===== src/design/tcs_pkg.sv =====
// Constants and types for the timer channel status and control block.
// Assumes a byte-wide register port with byte addresses on a 4-bit bus.
package tcs_pkg;

  // ==========================================================
  // Register map
  localparam logic [3:0] TCS_ADDR_CSC = 4'h0;
  localparam logic [3:0] TCS_ADDR_IRQ_STATUS = 4'h4;
  localparam logic [3:0] TCS_ADDR_IRQ_MASK = 4'h8;

  // ==========================================================
  // Field positions of channel_status_control
  localparam int TCS_FLAG_BIT = 7;
  localparam int TCS_IE_BIT = 6;
  localparam int TCS_MSH_BIT = 5;
  localparam int TCS_MSL_BIT = 4;
  localparam int TCS_ELSH_BIT = 3;
  localparam int TCS_ELSL_BIT = 2;

  // Field positions of the interrupt status and mask registers.
  localparam int TCS_IRQ_EVENT_BIT = 0;
  localparam int TCS_IRQ_OVERRUN_BIT = 1;
  localparam int TCS_IRQ_W = 2;

  // ==========================================================
  // Reset values
  localparam logic [7:0] TCS_RDATA_RESET = 8'h00;
  localparam logic [1:0] TCS_IRQ_RESET = 2'h0;

  // ==========================================================
  // Timing: pin input stages and the settle time before capture mode.
  localparam int TCS_SYNC_STAGES = 3;
  localparam int TCS_PIN_SETTLE_CLKS = 2;

  // Edge/level select codes.
  localparam logic [1:0] TCS_ELS_OFF = 2'h0;
  localparam logic [1:0] TCS_ELS_CLEAR = 2'h2;

  // Channel operating mode.
  typedef enum logic [1:0] {
    TCS_MODE_CAPTURE = 2'b00,
    TCS_MODE_COMPARE = 2'b01,
    TCS_MODE_EDGE_PWM = 2'b10,
    TCS_MODE_CENTRE_PWM = 2'b11
  } tcs_mode_e;

  // Register port request.
  typedef struct packed {
    logic [3:0] addr;
    logic [7:0] wdata;
    logic wr;
    logic rd;
  } tcs_bus_req_s;

  // Edge report from the pin input stage.
  typedef struct packed {
    logic level;
    logic rise;
    logic fall;
  } tcs_pin_evt_s;

endpackage


===== src/design/tcs_pin_sync.sv =====
// Pin input stage: three flip-flops and an edge detector.
// Assumes the pin is asynchronous to clk_in.
`timescale 1ns/100ps
`default_nettype none
module tcs_pin_sync
  import tcs_pkg::*;
(
  input wire logic clk_in,
  input wire logic rst_n_in,
  input wire logic pin_in,
  output tcs_pin_evt_s evt_out
);

  typedef struct packed {
    logic [TCS_SYNC_STAGES-1:0] sync;
    logic stable;
    tcs_pin_evt_s evt;
  } tcs_sync_state_s;

  tcs_sync_state_s st;
  tcs_sync_state_s next_st;

  // ==========================================================
  // Edge detection
  // A change counts once the second and third stages agree.
  always_comb begin
    next_st = st;
    next_st.sync = {st.sync[TCS_SYNC_STAGES-2:0], pin_in};
    next_st.evt.rise = 1'b0;
    next_st.evt.fall = 1'b0;
    if (st.sync[1] == st.sync[2] && st.sync[2] != st.stable) begin
      next_st.stable = st.sync[2];
      next_st.evt.rise = st.sync[2];
      next_st.evt.fall = ~st.sync[2];
    end
    next_st.evt.level = next_st.stable;
  end

  always_ff @(posedge clk_in or negedge rst_n_in) begin
    if (!rst_n_in) begin
      st <= '0;
    end else begin
      st <= next_st;
    end
  end

  assign evt_out = st.evt;

endmodule
`default_nettype wire


===== src/design/tcs_channel.sv =====
// Status and control logic for one timer channel with its register port.
// Assumes the counter, modulo and channel value come from the counter core.
`timescale 1ns/100ps
`default_nettype none
// Function
// - Capture mode: selected active pin edge sets the event flag.
// - Compare or PWM modes: counter equal to channel value sets the flag.
// - PWM at zero or full duty never sets the flag.
// - Channel request is high while flag and interrupt enable are both one.
// - Flag clears only after a read seeing it set, then writing zero.
// - An event during the clearing sequence keeps the flag set.
// - Reset clears the event flag and the interrupt enable.
// - Writing one to the flag does nothing; zero means no event.
// - Interrupt enable at bit 6 is read/write; one enables requests.
// - Without centre alignment, high mode bit selects edge-aligned PWM.
// - With both clear, low mode bit picks capture (0) or compare (1).
// - Pin changes just before capture mode may report a spurious edge.
// - Edge/level code 00 releases the pin whatever the mode.
// - Capture edge: 01 rising, 10 falling, 11 both.
// - Compare match: 01 toggles, 10 clears, 11 sets; 00 software only.
// - Centre PWM acts on match only counting up: 10 clears, X1 sets.
module tcs_channel
  import tcs_pkg::*;
#(
  parameter int CNT_W = 16
) (
  input wire logic clk_in,
  input wire logic rstn_in,
  input wire logic [3:0] addr_in,
  input wire logic [7:0] wdata_in,
  input wire logic wr_in,
  input wire logic rd_in,
  output logic [7:0] rdata_out,
  input wire logic centre_aligned_select_in,
  input wire logic counting_up_in,
  input wire logic [CNT_W-1:0] counter_in,
  input wire logic [CNT_W-1:0] modulo_in,
  input wire logic [CNT_W-1:0] chan_value_in,
  input wire logic pin_in,
  output logic pin_out,
  output logic pin_oe_out,
  output logic chan_req_out,
  output logic irq_out
);

  typedef struct packed {
    logic channel_event_flag;
    logic channel_irq_enable;
    logic mode_select_high;
    logic mode_select_low;
    logic edge_level_select_high;
    logic edge_level_select_low;
    logic armed;
    logic pin_q;
    logic [TCS_IRQ_W-1:0] irq_status;
    logic [TCS_IRQ_W-1:0] irq_mask;
    logic [7:0] rdata;
  } tcs_state_s;

  tcs_state_s st;
  tcs_state_s next_st;
  tcs_bus_req_s req;
  tcs_pin_evt_s pin_evt;
  tcs_mode_e mode;
  logic [1:0] rst_sync;
  logic rst_n;
  logic [1:0] els;
  logic match;
  logic duty_extreme;
  logic capture_evt;
  logic match_evt;
  logic chan_evt;
  logic csc_wr;
  logic clearing_wr;
  logic [7:0] csc_view;

  // ==========================================================
  // Reset release
  always_ff @(posedge clk_in or negedge rstn_in) begin
    if (!rstn_in) begin
      rst_sync <= 2'h0;
    end else begin
      rst_sync <= {rst_sync[0], 1'b1};
    end
  end
  assign rst_n = rst_sync[1];

  assign req = '{addr: addr_in, wdata: wdata_in, wr: wr_in, rd: rd_in};

  // Pin edges; a change close to a mode switch is still reported.
  tcs_pin_sync u_pin_sync (
    .clk_in(clk_in),
    .rst_n_in(rst_n),
    .pin_in(pin_in),
    .evt_out(pin_evt)
  );

  // ==========================================================
  // Mode decode and channel events
  always_comb begin
    if (centre_aligned_select_in) begin
      mode = TCS_MODE_CENTRE_PWM;
    end else if (st.mode_select_high) begin
      mode = TCS_MODE_EDGE_PWM;
    end else if (st.mode_select_low) begin
      mode = TCS_MODE_COMPARE;
    end else begin
      mode = TCS_MODE_CAPTURE;
    end
  end

  assign els = {st.edge_level_select_high, st.edge_level_select_low};
  assign match = (counter_in == chan_value_in);
  // Zero duty is a value of zero; full duty a value past the modulo.
  assign duty_extreme = (chan_value_in == '0) ||
      ((modulo_in != '0) && (chan_value_in > modulo_in));
  assign capture_evt = (mode == TCS_MODE_CAPTURE) &&
      ((st.edge_level_select_low && pin_evt.rise) ||
       (st.edge_level_select_high && pin_evt.fall));
  assign match_evt = (mode != TCS_MODE_CAPTURE) && match &&
      !(mode[1] && duty_extreme);
  assign chan_evt = capture_evt || match_evt;

  assign csc_wr = req.wr && (req.addr == TCS_ADDR_CSC);
  assign clearing_wr = csc_wr && st.armed &&
      !req.wdata[TCS_FLAG_BIT];
  assign csc_view = {st.channel_event_flag, st.channel_irq_enable,
      st.mode_select_high, st.mode_select_low,
      st.edge_level_select_high, st.edge_level_select_low, 2'h0};

  // ==========================================================
  // Next state
  always_comb begin
    next_st = st;
    next_st.rdata = TCS_RDATA_RESET;
    if (req.rd) begin
      case (req.addr)
        TCS_ADDR_CSC: begin
          next_st.rdata = csc_view;
          if (st.channel_event_flag) begin
            next_st.armed = 1'b1;
          end
        end
        TCS_ADDR_IRQ_STATUS: begin
          next_st.rdata = {6'h00, st.irq_status};
        end
        TCS_ADDR_IRQ_MASK: begin
          next_st.rdata = {6'h00, st.irq_mask};
        end
        default: begin
          next_st.rdata = TCS_RDATA_RESET;
        end
      endcase
    end
    if (csc_wr) begin
      next_st.channel_irq_enable = req.wdata[TCS_IE_BIT];
      next_st.mode_select_high = req.wdata[TCS_MSH_BIT];
      next_st.mode_select_low = req.wdata[TCS_MSL_BIT];
      next_st.edge_level_select_high = req.wdata[TCS_ELSH_BIT];
      next_st.edge_level_select_low = req.wdata[TCS_ELSL_BIT];
    end
    // Writing one leaves the flag alone; zero clears only when armed.
    if (clearing_wr) begin
      next_st.channel_event_flag = 1'b0;
      next_st.armed = 1'b0;
    end
    // A new event cancels an earlier read, so the next zero write keeps it.
    if (chan_evt) begin
      next_st.channel_event_flag = 1'b1;
      next_st.armed = 1'b0;
    end
    if (req.wr && req.addr == TCS_ADDR_IRQ_MASK) begin
      next_st.irq_mask = req.wdata[TCS_IRQ_W-1:0];
    end
    if (req.wr && req.addr == TCS_ADDR_IRQ_STATUS) begin
      next_st.irq_status = st.irq_status & ~req.wdata[TCS_IRQ_W-1:0];
    end
    // Sticky bits: setting wins over a clear in the same cycle.
    if (chan_evt) begin
      next_st.irq_status[TCS_IRQ_EVENT_BIT] = 1'b1;
      if (st.channel_event_flag) begin
        next_st.irq_status[TCS_IRQ_OVERRUN_BIT] = 1'b1;
      end
    end
    // Pin driver behaviour on a counter match, and at counter zero in edge PWM.
    case (mode)
      TCS_MODE_COMPARE: begin
        if (match) begin
          case (els)
            2'h1: next_st.pin_q = ~st.pin_q;
            2'h2: next_st.pin_q = 1'b0;
            2'h3: next_st.pin_q = 1'b1;
            default: next_st.pin_q = st.pin_q;
          endcase
        end
      end
      TCS_MODE_EDGE_PWM: begin
        if (match) begin
          next_st.pin_q = (els != TCS_ELS_CLEAR);
        end else if (counter_in == '0) begin
          next_st.pin_q = (els == TCS_ELS_CLEAR);
        end
      end
      TCS_MODE_CENTRE_PWM: begin
        if (match && counting_up_in) begin
          next_st.pin_q = (els != TCS_ELS_CLEAR);
        end
      end
      default: begin
        next_st.pin_q = st.pin_q;
      end
    endcase
  end

  // ==========================================================
  // State register
  always_ff @(posedge clk_in or negedge rst_n) begin
    if (!rst_n) begin
      st <= '0;
    end else begin
      st <= next_st;
    end
  end

  // ==========================================================
  // Outputs
  assign rdata_out = st.rdata;
  assign pin_out = st.pin_q;
  assign pin_oe_out = (els != TCS_ELS_OFF) &&
      (mode != TCS_MODE_CAPTURE);
  assign chan_req_out = st.channel_event_flag &&
      st.channel_irq_enable;
  assign irq_out = |(st.irq_status & st.irq_mask);
endmodule
`default_nettype wire


===== config.mk =====
export PLATFORM = sky130hd
export DESIGN_NAME = tcs_channel
export DESIGN_NICKNAME = d
export VERILOG_FILES = /design/src/design/tcs_pkg.sv /design/src/design/tcs_pin_sync.sv /design/src/design/tcs_channel.sv
export SDC_FILE = /design/constraint.sdc
export NUM_CORES = 1
export LEC_CHECK = 0
export BUFFER_PORTS_ARGS = -buffer_cell sky130_fd_sc_hd__buf_2
export CAP_MARGIN = 10
export CORE_MARGIN = 8
export CORE_UTILIZATION = 48
export DETAILED_ROUTE_END_ITERATION = 10
export PLACE_DENSITY = 0.8
export SETUP_SLACK_MARGIN = 0.05
export SLEW_MARGIN = 20
export SYNTH_ARGS = -nofsm -noshare
export SYNTH_HDL_FRONTEND = slang
export SYNTH_HIERARCHICAL = 1
export SYNTH_SLANG_ARGS = --single-unit

===== constraint.sdc =====
create_clock -name clk_in -period 1.1 [get_ports clk_in]
set_input_delay 0.22 -clock clk_in [delete_from_list [all_inputs] [get_ports clk_in]]
set_output_delay 0.22 -clock clk_in [all_outputs]
set_load 0.005 [all_outputs]

==> run metrics <==
clk_skew 0.00733 ns; CTS tree done; die area 6270 um2; Max Cap Viol 0; Yosys warning total 6; Port Buf Inserts 78; crit path kind input pin to flip-flop; total iterations of the first detailed-routing run 4; io pins 79; WP data required 1.31 ns; mean post-synth cell area 9.67 um2; r2r endpoint pin_out; Tightest Hold Check Type input pin to flip-flop; unrepaired setup endpoints after global routing yes; total CTS buffers 3; pins over their slew limit 0; Worst path max stage delay 0.50 ns; commonest non-fill, non-tap cells in the layout buf_2 (60), buf_4 (46), dfrtp_1 (28); outcome complete, but fails checks; global route total overflow 0; r2r setup slk -0.52 ns; CP Capture Point st[13]; clock latency on the worst-skew pair 0.27 ns; syn_nets 284; Crit. Startpoint modulo_in[13]; Final Power 3.24 mW; Leak 1.51 nW; DP Wirelength 4640 um; Pwr per Cell Area 1060 nW/um2; CP endpoint kind flip-flop; Final Hold Viols 0; DIE HEIGHT 79.2 um; commonest non-fill, non-tap cell in the layout buf_2; failing checks setup timing; synth-to-layout area growth 60.0%; FMAX 0.597 GHz; H-tree depth 1; R2R depth 5; DRC Markers 0; antenna-violating nets left 0; 1st-iter DRT viols 130; CP arrival 1.89 ns; Setup crit start kind input pin; first-pass GRT wire length 9890 um; overall routed net length 6930 um; Max FO, Critical Path 3; largest net degree at the start of global routing 27; Starting Density 0.489; cell row count 23; Ant. Diodes 0; share of layout cells above drive strength 1 0.550; CP max-delay cell or4b_4; CTS sink cnt 28; Final Cycle Share 1.52; GP Congestion 0.951; peak supply drop 746 uV; clk buf depth 2; drt wl/cell 18.8 um; setup ws final -0.576 ns; core area 3910 um2; Die W 79.2 um; GR Util All Layers 0.194; # nets final 406; CTS root buf clkbuf_8; reg2reg start csc_view[5]; Final Non-Filler Cells 368; Final setup viols 8; Mapped Area 1920 um2; min Tclk post-route 1.68 ns; cells along the critical path buf_6, inv_2, ha_4, and4_4, or4b_4, a21oi_4, a2111oi_4, o21ai_2, and4b_1; vias 2,048; vias in the first global route 2,101; Clk pin slew, worst setup/hold paths 0.09 ns; placed insts 355; via/cell ratio 5.57; cell count after synthesis 198; initial antenna violation count 0
-- stage by stage --
step	util	TNS (ns)	area, um2	setup slack (ns)	hold WS [ns]
floorplan	-	-2.91	1920	-0.665	-0.0756
global placement	0.662	-4.82	2590	-0.814	0.00502
detailed placement	0.662	-5.28	2590	-0.880	0.00828
CTS	0.737	-2.96	2890	-0.573	0.0515
global route	0.783	-3.49	3070	-0.615	0.0498
finish	0.783	-3.21	3070	-0.576	0.0559
-- metal layers --
layer	vias to the layer above	part of all wire	global-route usage
li1	940	-	-
met1	960	0.36	0.224
met2	118	0.51	0.338
met3	30	0.090	0.0463
met4	0	0.041	0.0741
met5	-	0	0
-- registers in the layout, indices dropped and copies added, names as in the netlist --
| name | cells |
|---|---|
| rdata_out | 8 |
| csc_view | 6 |
| st | 5 |
| u_pin_sync/evt_out | 3 |
| rst_sync | 2 |
| u_pin_sync/next_st | 2 |
| pin_out | 1 |
| u_pin_sync/st | 1 |
-- how the worst min path moves through the flow --
stage,cells past startpoint,to,slack [ns],startpoint
after global placement,1,rst_sync[0],0.005,rstn_in
after detailed placement,1,rst_sync[0],0.008,rstn_in
final,1,u_pin_sync/next_st[5],0.06,pin_in
after global routing,1,u_pin_sync/next_st[5],0.05,pin_in
after CTS,1,u_pin_sync/next_st[5],0.05,pin_in
after floorplan,0,rst_sync[0],-0.08,rstn_in
-- layout make-up --
type	count	area, um2
fill	272	848
inverter	19	81.3
sequential	28	701
tap	50	62.6
timing repair buffer	127	892
clock buffer	3	41.3
multi-input combinational	141	1290
-- worst max-delay path: cells and delay by family --
| family | cells | cell delay (ns) |
|---|---|---|
| and+or+nand+nor | 3 | 0.91 |
| buffers and inverters | 2 | 0.12 |
| AOI/OAI and AO/OA | 3 | 0.38 |
| adders and majority gates | 1 | 0.25 |
-- power breakdown --
part	leakage [nW]	total [mW]	internal [mW]	switching, mW
clock	0.0216	0.536	0.245	0.291
sequential	0.355	1.28	1.18	0.100
combinational	1.14	1.42	0.792	0.629
total	1.51	3.24	2.22	1.02
-- timing repair --
item	in CTS	in global routing
endpoints found under the setup margin	8	8
setup buffers	6	3
hold buffers	1	0
resized for setup	37	35
pin swaps	20	23
hold endpoints to repair	2	0
(Power assumes the default switching activity.)
